**src/shared/bridge_regs_pkg.sv**
```systemverilog
// constants and types for the pin, data-path and strap status register slice
// Functional notes
// - gp output pins drive their value bit
// - two-bit mode: func, gp-out, hi-z, gp-in
// - raw passthrough ignores de, blocks protection, audio
// - polarity bit selects de active high or low
// - regen bit picks i2s pins over video
// - override forces channel b enable from bit0
// - width bit: 0 is 24-bit, 1 18-bit
// - transport bit: island packets or frame carriage
// - bit0 enables channel b, in-band may override
// - strap b done flag and level reported
// - strap a done flag and level reported
package bridge_regs_pkg;
   localparam int ADDR_W = 8;
   localparam int IDX_W = 6;
   localparam int DATA_W = 32;
   localparam logic [IDX_W-1:0] IDX_AUX_PINS = 6'h11;
   localparam logic [IDX_W-1:0] IDX_DATA_PATH = 6'h12;
   localparam logic [IDX_W-1:0] IDX_STRAP_STATUS = 6'h13;
   localparam logic [7:0] AUX_PINS_RESET = 8'h00;
   localparam logic [7:0] DATA_PATH_RESET = 8'h00;
   localparam logic [7:0] STRAP_STATUS_RESET = 8'h88;
   localparam logic [7:0] AUX_PINS_RW_MASK = 8'hBB;
   localparam logic [7:0] DATA_PATH_RW_MASK = 8'h7F;
   localparam int PIN7_VALUE_BIT = 3;
   localparam int PIN7_MODE_LSB = 0;
   localparam int PIN8_VALUE_BIT = 7;
   localparam int PIN8_MODE_LSB = 4;
   localparam int RAW_PASS_BIT = 6;
   localparam int DE_POL_BIT = 5;
   localparam int REGEN_BIT = 4;
   localparam int CHB_OVR_BIT = 3;
   localparam int VID18_BIT = 2;
   localparam int TRANSPORT_BIT = 1;
   localparam int CHB_EN_BIT = 0;
   localparam int STRAP_B_DONE_BIT = 7;
   localparam int STRAP_B_LSB = 4;
   localparam int STRAP_A_DONE_BIT = 3;
   localparam int STRAP_A_LSB = 0;
   localparam int STRAP_W = 3;
   localparam logic [23:0] RGB18_MASK = 24'hFCFCFC;
   localparam logic [1:0] RESP_OKAY = 2'h0;
   localparam logic [1:0] RESP_SLVERR = 2'h2;
   localparam int CLK_PERIOD_NS = 25;
   localparam int STRAP_SETTLE_NS = 10000;
   localparam int STRAP_SETTLE_CYCLES = (STRAP_SETTLE_NS + CLK_PERIOD_NS - 1) / CLK_PERIOD_NS;
   localparam int SETTLE_CNT_W = 16;
   typedef enum logic [1:0] {
      PIN_FUNC = 2'h0,
      PIN_GP_OUT = 2'h1,
      PIN_HIZ = 2'h2,
      PIN_GP_IN = 2'h3
   } pin_mode_t;
endpackage

```
**src/design/gpio_datapath_ctrl_regs.sv**
```systemverilog
// aux pin configuration, data-path control and strap status behind axi4-lite
//
// Chosen here: register access over AXI4-Lite.
`timescale 1ns/10ps
module gpio_datapath_ctrl_regs import bridge_regs_pkg::*; #(
   parameter int SETTLE_CYCLES = STRAP_SETTLE_CYCLES
) (
   input wire logic sys_clk,
   input wire logic rst_n,
   input wire logic [ADDR_W-1:0] s_axi_awaddr,
   input wire logic [2:0] s_axi_awprot,
   input wire logic s_axi_awvalid,
   output logic s_axi_awready,
   input wire logic [DATA_W-1:0] s_axi_wdata,
   input wire logic [3:0] s_axi_wstrb,
   input wire logic s_axi_wvalid,
   output logic s_axi_wready,
   output logic [1:0] s_axi_bresp,
   output logic s_axi_bvalid,
   input wire logic s_axi_bready,
   input wire logic [ADDR_W-1:0] s_axi_araddr,
   input wire logic [2:0] s_axi_arprot,
   input wire logic s_axi_arvalid,
   output logic s_axi_arready,
   output logic [DATA_W-1:0] s_axi_rdata,
   output logic [1:0] s_axi_rresp,
   output logic s_axi_rvalid,
   input wire logic s_axi_rready,
   input wire logic aux_pin_seven_in,
   output logic aux_pin_seven_out,
   output logic aux_pin_seven_oe,
   input wire logic aux_pin_eight_in,
   output logic aux_pin_eight_out,
   output logic aux_pin_eight_oe,
   output logic [1:0] aux_pin_func_in,
   output logic [1:0] aux_pin_gp_level,
   input wire logic [STRAP_W-1:0] strap_level_pin_a,
   input wire logic [STRAP_W-1:0] strap_level_pin_b,
   input wire logic pixel_de,
   input wire logic [23:0] pixel_rgb,
   output logic pixel_out_valid,
   output logic [23:0] pixel_out_rgb,
   output logic raw_pixel_passthrough,
   output logic content_protect_disable,
   output logic packet_audio_block,
   output logic de_active_low,
   output logic video_18bit,
   input wire logic i2s_video_data,
   input wire logic i2s_pin_data,
   output logic i2s_audio_data,
   output logic i2s_regen_sel,
   output logic i2s_island_carry,
   output logic i2s_frame_carry,
   input wire logic inband_mode_valid,
   input wire logic inband_chan_b_en,
   output logic i2s_chan_b_enable
);
   typedef struct packed {
      logic aw_held;
      logic [ADDR_W-1:0] aw_addr;
      logic w_held;
      logic [DATA_W-1:0] w_data;
      logic [3:0] w_strb;
      logic bvalid;
      logic [1:0] bresp;
      logic rvalid;
      logic [DATA_W-1:0] rdata;
      logic [1:0] rresp;
      logic [7:0] aux_pins;
      logic [7:0] data_path;
      logic [7:0] strap_status;
      logic [1:0] pin_sync1;
      logic [1:0] pin_sync2;
      logic pix_valid;
      logic [23:0] pix_rgb;
      logic audio_data;
      logic chan_b_en;
   } ctrl_st_t;

   ctrl_st_t st_reg;
   ctrl_st_t st_next;

   logic [STRAP_W-1:0] strap_a_level;
   logic strap_a_done;
   logic [STRAP_W-1:0] strap_b_level;
   logic strap_b_done;
   logic [1:0] pin_in;
   logic [1:0] pin_out;
   logic [1:0] pin_oe;
   logic aw_take;
   logic w_take;
   logic ar_take;
   logic de_active;
   logic forward_pixel;

   function automatic pin_mode_t pin_mode_of(input logic [7:0] cfg, input int lsb);
      pin_mode_t m;
      m = pin_mode_t'(cfg[lsb +: 2]);
      return m;
   endfunction

   function automatic logic reg_hit(input logic [ADDR_W-1:0] addr, input logic [IDX_W-1:0] idx);
      logic hit;
      hit = (addr[ADDR_W-1:2] == idx);
      return hit;
   endfunction

   function automatic logic mapped(input logic [ADDR_W-1:0] addr);
      logic m;
      m = reg_hit(addr, IDX_AUX_PINS) || reg_hit(addr, IDX_DATA_PATH) || reg_hit(addr, IDX_STRAP_STATUS);
      return m;
   endfunction

   strap_latch #(
      .SETTLE_CYCLES(SETTLE_CYCLES)
   ) u_strap_a (
      .sys_clk(sys_clk),
      .rst_n(rst_n),
      .level_in(strap_level_pin_a),
      .level_out(strap_a_level),
      .done(strap_a_done)
   );

   strap_latch #(
      .SETTLE_CYCLES(SETTLE_CYCLES)
   ) u_strap_b (
      .sys_clk(sys_clk),
      .rst_n(rst_n),
      .level_in(strap_level_pin_b),
      .level_out(strap_b_level),
      .done(strap_b_done)
   );

   // one write and one read in flight; a new address waits for the response
   assign s_axi_awready = !st_reg.aw_held && !st_reg.bvalid;
   assign s_axi_wready = !st_reg.w_held && !st_reg.bvalid;
   assign s_axi_arready = !st_reg.rvalid;
   assign aw_take = s_axi_awvalid && s_axi_awready;
   assign w_take = s_axi_wvalid && s_axi_wready;
   assign ar_take = s_axi_arvalid && s_axi_arready;

   assign de_active = pixel_de ^ st_reg.data_path[DE_POL_BIT];
   assign forward_pixel = de_active || st_reg.data_path[RAW_PASS_BIT];

   always_comb begin
      st_next = st_reg;
      st_next.pin_sync1 = pin_in;
      st_next.pin_sync2 = st_reg.pin_sync1;

      if (aw_take) begin
         st_next.aw_held = 1'b1;
         st_next.aw_addr = s_axi_awaddr;
      end
      if (w_take) begin
         st_next.w_held = 1'b1;
         st_next.w_data = s_axi_wdata;
         st_next.w_strb = s_axi_wstrb;
      end

      if (st_reg.aw_held && st_reg.w_held && !st_reg.bvalid) begin
         st_next.aw_held = 1'b0;
         st_next.w_held = 1'b0;
         st_next.bvalid = 1'b1;
         st_next.bresp = mapped(st_reg.aw_addr) ? RESP_OKAY : RESP_SLVERR;
         // only byte lane 0 carries register bits
         if (st_reg.w_strb[0]) begin
            if (reg_hit(st_reg.aw_addr, IDX_AUX_PINS)) begin
               st_next.aux_pins = st_reg.w_data[7:0] & AUX_PINS_RW_MASK;
            end
            if (reg_hit(st_reg.aw_addr, IDX_DATA_PATH)) begin
               st_next.data_path = st_reg.w_data[7:0] & DATA_PATH_RW_MASK;
            end
         end
         // the status word accepts a write with okay and keeps its value
      end else if (st_reg.bvalid && s_axi_bready) begin
         st_next.bvalid = 1'b0;
      end

      if (ar_take) begin
         st_next.rvalid = 1'b1;
         st_next.rresp = mapped(s_axi_araddr) ? RESP_OKAY : RESP_SLVERR;
         st_next.rdata = '0;
         if (reg_hit(s_axi_araddr, IDX_AUX_PINS)) begin
            st_next.rdata = {24'h000000, st_reg.aux_pins};
         end
         if (reg_hit(s_axi_araddr, IDX_DATA_PATH)) begin
            st_next.rdata = {24'h000000, st_reg.data_path};
         end
         if (reg_hit(s_axi_araddr, IDX_STRAP_STATUS)) begin
            st_next.rdata = {24'h000000, st_reg.strap_status};
         end
      end else if (st_reg.rvalid && s_axi_rready) begin
         st_next.rvalid = 1'b0;
      end

      st_next.strap_status = '0;
      st_next.strap_status[STRAP_B_DONE_BIT] = strap_b_done;
      st_next.strap_status[STRAP_B_LSB +: STRAP_W] = strap_b_level;
      st_next.strap_status[STRAP_A_DONE_BIT] = strap_a_done;
      st_next.strap_status[STRAP_A_LSB +: STRAP_W] = strap_a_level;

      st_next.pix_valid = forward_pixel;
      if (!forward_pixel) begin
         st_next.pix_rgb = '0;
      end else if (st_reg.data_path[VID18_BIT]) begin
         st_next.pix_rgb = pixel_rgb & RGB18_MASK;
      end else begin
         st_next.pix_rgb = pixel_rgb;
      end

      // regenerate from the dedicated pins, otherwise pass what came with video
      st_next.audio_data = st_reg.data_path[REGEN_BIT] ? i2s_pin_data : i2s_video_data;

      if (st_reg.data_path[CHB_OVR_BIT]) begin
         st_next.chan_b_en = st_reg.data_path[CHB_EN_BIT];
      end else if (inband_mode_valid) begin
         st_next.chan_b_en = inband_chan_b_en;
      end else begin
         st_next.chan_b_en = st_reg.data_path[CHB_EN_BIT];
      end
   end

   always_ff @(posedge sys_clk) begin
      if (!rst_n) begin
         st_reg <= '0;
         st_reg.aux_pins <= AUX_PINS_RESET;
         st_reg.data_path <= DATA_PATH_RESET;
         st_reg.strap_status <= STRAP_STATUS_RESET;
      end else begin
         st_reg <= st_next;
      end
   end

   assign pin_in = {aux_pin_eight_in, aux_pin_seven_in};

   genvar gi;
   generate
      for (gi = 0; gi < 2; gi++) begin : g_pin
         localparam int MODE_LSB = (gi == 0) ? PIN7_MODE_LSB : PIN8_MODE_LSB;
         localparam int VALUE_BIT = (gi == 0) ? PIN7_VALUE_BIT : PIN8_VALUE_BIT;
         pin_mode_t mode;
         assign mode = pin_mode_of(st_reg.aux_pins, MODE_LSB);
         assign pin_oe[gi] = (mode == PIN_GP_OUT);
         assign pin_out[gi] = (mode == PIN_GP_OUT) ? st_reg.aux_pins[VALUE_BIT] : 1'b0;
         assign aux_pin_func_in[gi] = (mode == PIN_FUNC) ? st_reg.pin_sync2[gi] : 1'b0;
         assign aux_pin_gp_level[gi] = (mode == PIN_GP_IN) ? st_reg.pin_sync2[gi] : 1'b0;
      end
   endgenerate

   assign aux_pin_seven_out = pin_out[0];
   assign aux_pin_seven_oe = pin_oe[0];
   assign aux_pin_eight_out = pin_out[1];
   assign aux_pin_eight_oe = pin_oe[1];

   assign s_axi_bvalid = st_reg.bvalid;
   assign s_axi_bresp = st_reg.bresp;
   assign s_axi_rvalid = st_reg.rvalid;
   assign s_axi_rdata = st_reg.rdata;
   assign s_axi_rresp = st_reg.rresp;

   assign pixel_out_valid = st_reg.pix_valid;
   assign pixel_out_rgb = st_reg.pix_rgb;
   assign raw_pixel_passthrough = st_reg.data_path[RAW_PASS_BIT];
   // protection and packet audio cannot follow pixels sent without de framing
   assign content_protect_disable = st_reg.data_path[RAW_PASS_BIT];
   assign packet_audio_block = st_reg.data_path[RAW_PASS_BIT];
   assign de_active_low = st_reg.data_path[DE_POL_BIT];
   assign video_18bit = st_reg.data_path[VID18_BIT];

   assign i2s_audio_data = st_reg.audio_data;
   assign i2s_regen_sel = st_reg.data_path[REGEN_BIT];
   assign i2s_island_carry = !st_reg.data_path[TRANSPORT_BIT] && !st_reg.data_path[RAW_PASS_BIT];
   assign i2s_frame_carry = st_reg.data_path[TRANSPORT_BIT];
   assign i2s_chan_b_enable = st_reg.chan_b_en;
endmodule // gpio_datapath_ctrl_regs

```
**src/design/strap_latch.sv**
```systemverilog
// multi-level strap sampler: waits for a steady decode, then latches it once
`timescale 1ns/10ps
module strap_latch import bridge_regs_pkg::*; #(
   parameter int SETTLE_CYCLES = STRAP_SETTLE_CYCLES
) (
   input wire logic sys_clk,
   input wire logic rst_n,
   input wire logic [STRAP_W-1:0] level_in,
   output logic [STRAP_W-1:0] level_out,
   output logic done
);
   typedef struct packed {
      logic [STRAP_W-1:0] sync1;
      logic [STRAP_W-1:0] sync2;
      logic [STRAP_W-1:0] prev;
      logic [SETTLE_CNT_W-1:0] cnt;
      logic [STRAP_W-1:0] level;
      logic done;
   } strap_st_t;

   strap_st_t st_reg;
   strap_st_t st_next;

   always_comb begin
      st_next = st_reg;
      st_next.sync1 = level_in;
      st_next.sync2 = st_reg.sync1;
      st_next.prev = st_reg.sync2;
      // latched once: a strap is a power-up choice, later wiggles are ignored
      if (!st_reg.done) begin
         if (st_reg.sync2 != st_reg.prev) begin
            st_next.cnt = '0;
         end else if (st_reg.cnt == SETTLE_CNT_W'(SETTLE_CYCLES - 1)) begin
            st_next.level = st_reg.sync2;
            st_next.done = 1'b1;
         end else begin
            st_next.cnt = st_reg.cnt + 1'b1;
         end
      end
   end

   always_ff @(posedge sys_clk) begin
      if (!rst_n) begin
         st_reg <= '0;
      end else begin
         st_reg <= st_next;
      end
   end

   assign level_out = st_reg.level;
   assign done = st_reg.done;
endmodule // strap_latch

```
**config.mk**
```make
export PLATFORM = sky130hd
export DESIGN_NAME = gpio_datapath_ctrl_regs
export DESIGN_NICKNAME = d
export VERILOG_FILES = /design/src/shared/bridge_regs_pkg.sv /design/src/design/gpio_datapath_ctrl_regs.sv /design/src/design/strap_latch.sv
export SDC_FILE = /design/constraint.sdc
export NUM_CORES = 1
export LEC_CHECK = 0
export ABC_AREA = 1
export BUFFER_PORTS_ARGS = -buffer_cell sky130_fd_sc_hd__buf_2
export CAP_MARGIN = 20
export CORE_ASPECT_RATIO = 1.4
export CORE_MARGIN = 1.5
export CORE_UTILIZATION = 25
export CTS_CLUSTER_DIAMETER = 150
export DETAILED_ROUTE_END_ITERATION = 16
export PLACE_DENSITY_LB_ADDON = 0.12
export SYNTH_ARGS = -nofsm -noshare
export SYNTH_HDL_FRONTEND = slang
export SYNTH_SLANG_ARGS = --single-unit
```
**constraint.sdc**
```tcl
create_clock -name sys_clk -period 2.57 [get_ports sys_clk]
set_clock_uncertainty 0.15 [all_clocks]
set_input_delay 0.3855 -clock sys_clk [delete_from_list [all_inputs] [get_ports sys_clk]]
set_output_delay 0.3855 -clock sys_clk [all_outputs]
set_load 0.03 [all_outputs]
```
==> results of run 1 <==
## cell usage in the layout (no fill, tap or decap), types with 3 or more instances in the layout
| cell | instances |
|---|---|
| a21oi_1 | 61 |
| a31oi_1 | 5 |
| buf_2 | 122 |
| buf_4 | 7 |
| clkbuf_16 | 17 |
| clkinv_1 | 4 |
| clkinv_2 | 3 |
| clkinvlp_4 | 3 |
| conb_1 | 26 |
| dfxtp_1 | 139 |
| dlygate4sd3_1 | 15 |
| inv_1 | 116 |
| inv_6 | 3 |
| nand2_1 | 188 |
| nand2_2 | 4 |
| nand3_1 | 33 |
| nand4_1 | 14 |
| nor2_1 | 154 |
| nor2_2 | 5 |
| nor2_4 | 3 |
| nor3_1 | 6 |
| o21ai_0 | 42 |
| xnor2_1 | 4 |
| xor2_1 | 12 |
## cell type report
class,instances,share of cell area
clock buffer,17,0.0562
multi-input combinational,568,0.335
inverter,122,0.0605
clock inverter,15,0.0216
tap,315,0.0520
sequential,139,0.367
timing repair buffer,144,0.107
## timing repair
item / in CTS / in global routing
hold endpoints to repair: 15 / 0
resized for setup: 0 / 0
setup buffers: 0 / 0
hold buffers: 15 / 0
## cell families (layout without fill, tap and decap cells)
group                    after synthesis  count (layout)  share of synthesized area
buffers and inverters                209             298                      0.167
AO/OA/AOI/OAI                        114             114                     0.0940
other                                  1              26                   0.000598
AND/OR/NAND/NOR                      410             410                      0.269
XOR/XNOR                              16              16                     0.0223
flip-flops                           139             139                      0.444
adder cells (fa/ha/maj)                2               2                    0.00399
## worst max-delay path by stage
stage | from | endpoint | slack (ps) | cells past startpoint
6_report | u_strap_a.st_reg[4] | u_strap_a.st_reg[13] | 570 | 8
5_1_grt | st_reg[129] | st_reg[54] | 350 | 7
4_1_cts | u_strap_a.st_reg[4] | u_strap_a.st_reg[14] | 520 | 8
3_5_place_dp | u_strap_a.st_reg[4] | u_strap_a.st_reg[16] | 530 | 8
3_3_place_gp | u_strap_a.st_reg[4] | u_strap_a.st_reg[16] | 550 | 8
2_1_floorplan | s_axi_bvalid | st_reg[100] | 860 | 5
## metrics by stage
step | power (W) | worst slack [ps]
finish | 0.00519 | 566
global route | 0.00543 | 355
CTS | 0.00529 | 519
detailed placement | 0.00277 | 527
global placement | 0.00277 | 547
floorplan | 0.00268 | 857
## routing by layer
metal  GRT usage  vias up
li1            -     2862
met1       0.130     2390
met2       0.227       98
met3      0.0316       10
met4      0.0466        0
met5           0        -
## power by group
| group | leakage [nW] | switching [W] | total, W | internal, W |
|---|---|---|---|---|
| Sequential | 1.14 | 0.0000416 | 0.00228 | 0.00223 |
| Combinational | 2.13 | 0.000311 | 0.000456 | 0.000145 |
| Clock | 0.284 | 0.00101 | 0.00246 | 0.00145 |
| Total | 3.55 | 0.00136 | 0.00519 | 0.00383 |
## worst reg2reg max path: stages, from the launching register on
cell	delay (ps)
dfxtp_1	360
ha_1	270
nand3_1	150
nor2_1	60
nand3_1	150
nor2_2	80
nor2_2	450
nand2_1	120
a21oi_1	140
==> summary.txt, run 1 <==
Layout
  • Seq. cell area: 2780 µm²
  • Area growth, synth to finish: 20.8%
  • Fin cells: 1320
  • Final Cell Area: 7570 µm²
  • Core Util, Final: 0.307
  • Nets: 1096
  • # diodes: 0
  • Multi-input gate area: 2540 µm²
  • Max reg flops: 31
  • Fillers: 2762
  • Layout cells sized above 1: 0.176

Die
  • Core Area: 24700 µm²
  • Die height: 190 µm
  • Initial cell density of the core: 0.254
  • Die X: 137 µm
  • Die area: 26100 µm²
  • Row count: 68
  • # IOs: 186

Critical path
  • CP Launch Type: flop
  • Crit-path cells: ha_1 -> nand3_1 -> nor2_1 -> nand3_1 -> nor2_2 -> nor2_2 -> nand2_1 -> a21oi_1
  • Critical Path RT: 2770 ps
  • Crit path capture type: flop
  • CP max-delay cell: nor2_2
  • Peak per-stage delay on the critical path: 450 ps
  • Worst R2R Path Depth: 8
  • CP arrival: 2200 ps
  • Top cell family by delay on the critical path: simple AND/OR/NAND/NOR gates
  • Setup Crit Path Kind: reg -> reg
  • Buf/Inv on CP: 0
  • RR Endpoint: u_strap_a.st_reg[13]
  • Reg-to-reg slack, setup: 570 ps
  • Reg-to-Reg Start: u_strap_a.st_reg[4]
  • Critical-path maximum fanout: 12

Global routing
  • Vias in the first global route: 5017
  • Global Route Usage Sum: 0.122
  • Grt total ovfl: 0
  • Largest net degree at the start of global routing: 40
  • First-pass GRT wire length: 24.5 mm
  • Initial antenna violation count: 0

Run status
  • Status: finished clean

Placement
  • Gpl congestion: 0.765
  • Placed cell count: 1273
  • Cell Area, Placed: 6840 µm²
  • HPWL after DPL: 11.3 mm
  • PortBufs: 122

Routing
  • 1st-pass router iterations: 6
  • Routed met2 length: 8.27 mm
  • Wire length per cell: 11.5 µm
  • Top sig layer: met4
  • Post-route DRC violation count: 0
  • Final WL: 15.2 mm
  • Vias post-DR: 5360
  • Met3 WL post-DR: 559 µm
  • 1st-iter DRT viols: 169
  • Mean number of vias per cell: 4.06
  • Metal-1 WL: 6.17 mm
  • Routed Antenna Nets: 0

CTS
  • CTS tree: done
  • Root buffer cell: clkbuf_16
  • Total CTS buffers: 17
  • Clock transition at the registers of the reported paths: 60 ps
  • # clock sinks: 139
  • Clk_lat worst skew: 420 ps
  • # H-tree levels: 4
  • CTS max path bufs: 2

Timing
  • Slew @ Worst Pin: 571 ps
  • Slew margin rel.: 0.619
  • Worst hold margin: 20.2 ps
  • RSZ-0062 raised after global routing: no
  • Final setup fails: 0
  • Post-route clock period utilization: 0.780
  • Setup TNS: 0 ps
  • Final Max Tran Viols: 0
  • Max Fclk: 499 MHz
  • Hold Violations, Final: 0
  • Crit path time final: 2000 ps

Power and ir drop
  • Pleak: 3.55 nW
  • Max VDD drop: 0.000481 V
  • PwrDens: 685 nW/µm²

Yosys
  • Seq/Total Area, Yosys: 0.444
  • Predominant post-synthesis flop cell: dfxtp_1
  • Synth area leader: dfxtp_1
  • Number of synthesized flops with an enable pin: 0
  • Cells after synthesis: 891
  • Avg Inst Size Synth: 7.04 µm²
  • Synth Cell Area: 6270 µm²
  • Yosys warns: 0
  • Post-synth cell types: 32
  • Top cell type's share of synthesized area: 0.444
  • Most frequent cell after synthesis: nand2_1
  • Commonest cells post-synth: nand2_1 (188), nor2_1 (154), dfxtp_1 (139), inv_1 (116), buf_4 (66)
  • Async set-reset flop share out of synthesis: 0
  • Synth area leaders: dfxtp_1 (44%), nand2_1 (11%), nor2_1 (9.2%), buf_4 (7.9%), inv_1 (6.9%)
  • #FFs+latches synth: 139

Hold path
  • Hold path cells: 3
  • Hold Crit Class: in -> reg
  • Hold_sp: pixel_rgb[20]
  • Min-Delay Endpoint: pixel_out_rgb[20]

Run
  • Maxcap violations: 0
(Power assumes the default switching activity.)
==> run 2: changes to the inputs <==
==> constraint.sdc (replaced) <==
create_clock -name sys_clk -period 2 [get_ports sys_clk]
set_clock_uncertainty 0.15 [all_clocks]
set_input_delay 0.3 -clock sys_clk [delete_from_list [all_inputs] [get_ports sys_clk]]
set_output_delay 0.3 -clock sys_clk [all_outputs]
set_load 0.03 [all_outputs]
==> summary.txt, run 2 (synthesis gave the netlist of run 1 again) <==
Run status
  • Status: finished clean

Timing
  • Final Max Tran Viols: 0
  • Max Fclk: 544 MHz
  • Worst hold margin: 6.06 ps
  • Final setup fails: 0
  • Crit path time final: 1840 ps
  • Post-route clock period utilization: 0.919
  • RSZ-0062 raised after global routing: no
  • Setup TNS: 0 ps
  • Hold Violations, Final: 0

Routing
  • Wire length per cell: 11.4 µm
  • Mean number of vias per cell: 4.01
  • Final WL: 15.6 mm
  • Routed Antenna Nets: 0
  • 1st-pass router iterations: 4
  • 1st-iter DRT viols: 226
  • Vias post-DR: 5493
  • Post-route DRC violation count: 0

Power and ir drop
  • Max VDD drop: 0.000575 V
  • Clock share of power: 0.486
  • PwrDens: 860 nW/µm²
  • Seq pwr share: 0.419
  • Comb pwr share: 0.094
  • Pleak: 3.80 nW
  • Design Power: 0.00696 W
  • Switch share: 0.243
  • Pint: 0.00527 W
  • Psw: 0.00169 W

Global routing
  • First-pass GRT wire length: 25.0 mm
  • Global Route Usage Sum: 0.124
  • Largest net degree at the start of global routing: 75
  • Grt total ovfl: 0
  • Initial antenna violation count: 0
  • Vias in the first global route: 5215

Layout
  • Area growth, synth to finish: 29.1%
  • Fin cells: 1370
  • # diodes: 0
  • Most frequent cells in the layout: nand2_1 (188), nor2_1 (154), dfxtp_1 (139), buf_2 (122), inv_1 (116)
  • Max reg flops: 31
  • Layout cells sized above 1: 0.181
  • Nets: 1146
  • Most common cell after layout, fill and taps aside: nand2_1
  • Final Cell Area: 8100 µm²

Placement
  • PortBufs: 122
  • Gpl congestion: 0.732
  • Cell Area, Placed: 6990 µm²
  • HPWL after DPL: 11.5 mm
  • Placed cell count: 1290

Run
  • Maxcap violations: 0

CTS
  • # clock sinks: 139
  • # H-tree levels: 4
  • Post-CTS Hold Buffers: 48
  • Root buffer cell: clkbuf_16
  • Total CTS buffers: 17
  • Post-CTS Resized: 0
  • CTS tree: done
  • Post-CTS setup buffers: 0
  • Clock transition at the registers of the reported paths: 60 ps
  • Clk_lat worst skew: 430 ps
  • CTS max path bufs: 2

Critical path
  • CP Launch Type: flop
  • CP arrival: 1390 ps
  • RR Endpoint: u_strap_a.st_reg[4]
  • Setup Crit Path Kind: reg -> out
  • Reg-to-Reg Start: u_strap_a.st_reg[5]
  • Worst R2R Path Depth: 9
  • Reg-to-reg slack, setup: 180 ps
  • Critical Path RT: 1550 ps
  • Critical-path maximum fanout: 4
  • Crit path capture type: primary output

Hold path
  • Hold_sp: s_axi_wdata[3]
  • Hold path cells: 3
  • Min-Delay Endpoint: st_reg[100]
  • Hold Crit Class: in -> reg

Die
  • Die area: 26100 µm²
  • Core Area: 24700 µm²
  • Initial cell density of the core: 0.254
  • Die height: 190 µm
  • Die X: 137 µm
  • # IOs: 186
  • Row count: 68
[run 2: layer usage]
layer,vias up,GRT usage,wire (µm)
met5,-,0,0
met4,0,0.0534,263
met3,19,0.0287,520
met2,94,0.231,8340
met1,2418,0.130,6470
li1,2962,-,-
[run 2: worst max path at each step]
| stage | slack (ps) | cells after the start | to | from |
|---|---|---|---|---|
| floorplan | 290 | 5 | st_reg[100] | s_axi_bvalid |
| global placement | 170 | 9 | u_strap_a.st_reg[4] | u_strap_a.st_reg[5] |
| detailed placement | 160 | 9 | u_strap_a.st_reg[4] | u_strap_a.st_reg[5] |
| CTS | 120 | 3 | aux_pin_seven_out | g_pin[0].mode[0] |
| global route | 10 | 9 | u_strap_b.st_reg[5] | u_strap_b.st_reg[5] |
| finish | 160 | 3 | aux_pin_seven_out | g_pin[0].mode[0] |
[run 2: final cells by class]
type                    count  area [µm²]
clock buffers              22         464
clock inverters            10         164
fillers                  2696       16600
inverters                 122         458
multi-input cells         568        2540
flip-flops and latches    139        2780
well taps                 315         394
repair buffers            194        1300
[run 2: worst max-delay path, cell delays in order (launching register included)]
cell and delay, ps:
dfxtp_1 350, inv_1 90, nor3_1 260, buf_2 250
[run 2: through the flow]
| step | utilization | setup slack, ps |
|---|---|---|
| 2_1_floorplan | - | 287 |
| 3_3_place_gp | 0.283 | 167 |
| 3_5_place_dp | 0.283 | 157 |
| 4_1_cts | 0.328 | 119 |
| 5_1_grt | 0.328 | 13.2 |
| 6_report | 0.328 | 163 |
[run 2: power groups by stage]
| stage | Sequential, W | Combinational (W) | Clock, W |
|---|---|---|---|
| 6_report | 0.00292 | 0.000656 | 0.00339 |
| 5_1_grt | 0.00293 | 0.000728 | 0.00361 |
| 4_1_cts | 0.00292 | 0.000668 | 0.00351 |
| 3_5_place_dp | 0.00298 | 0.000595 | 0 |
| 3_3_place_gp | 0.00298 | 0.000596 | 0 |
| 2_1_floorplan | 0.00298 | 0.000462 | 0 |
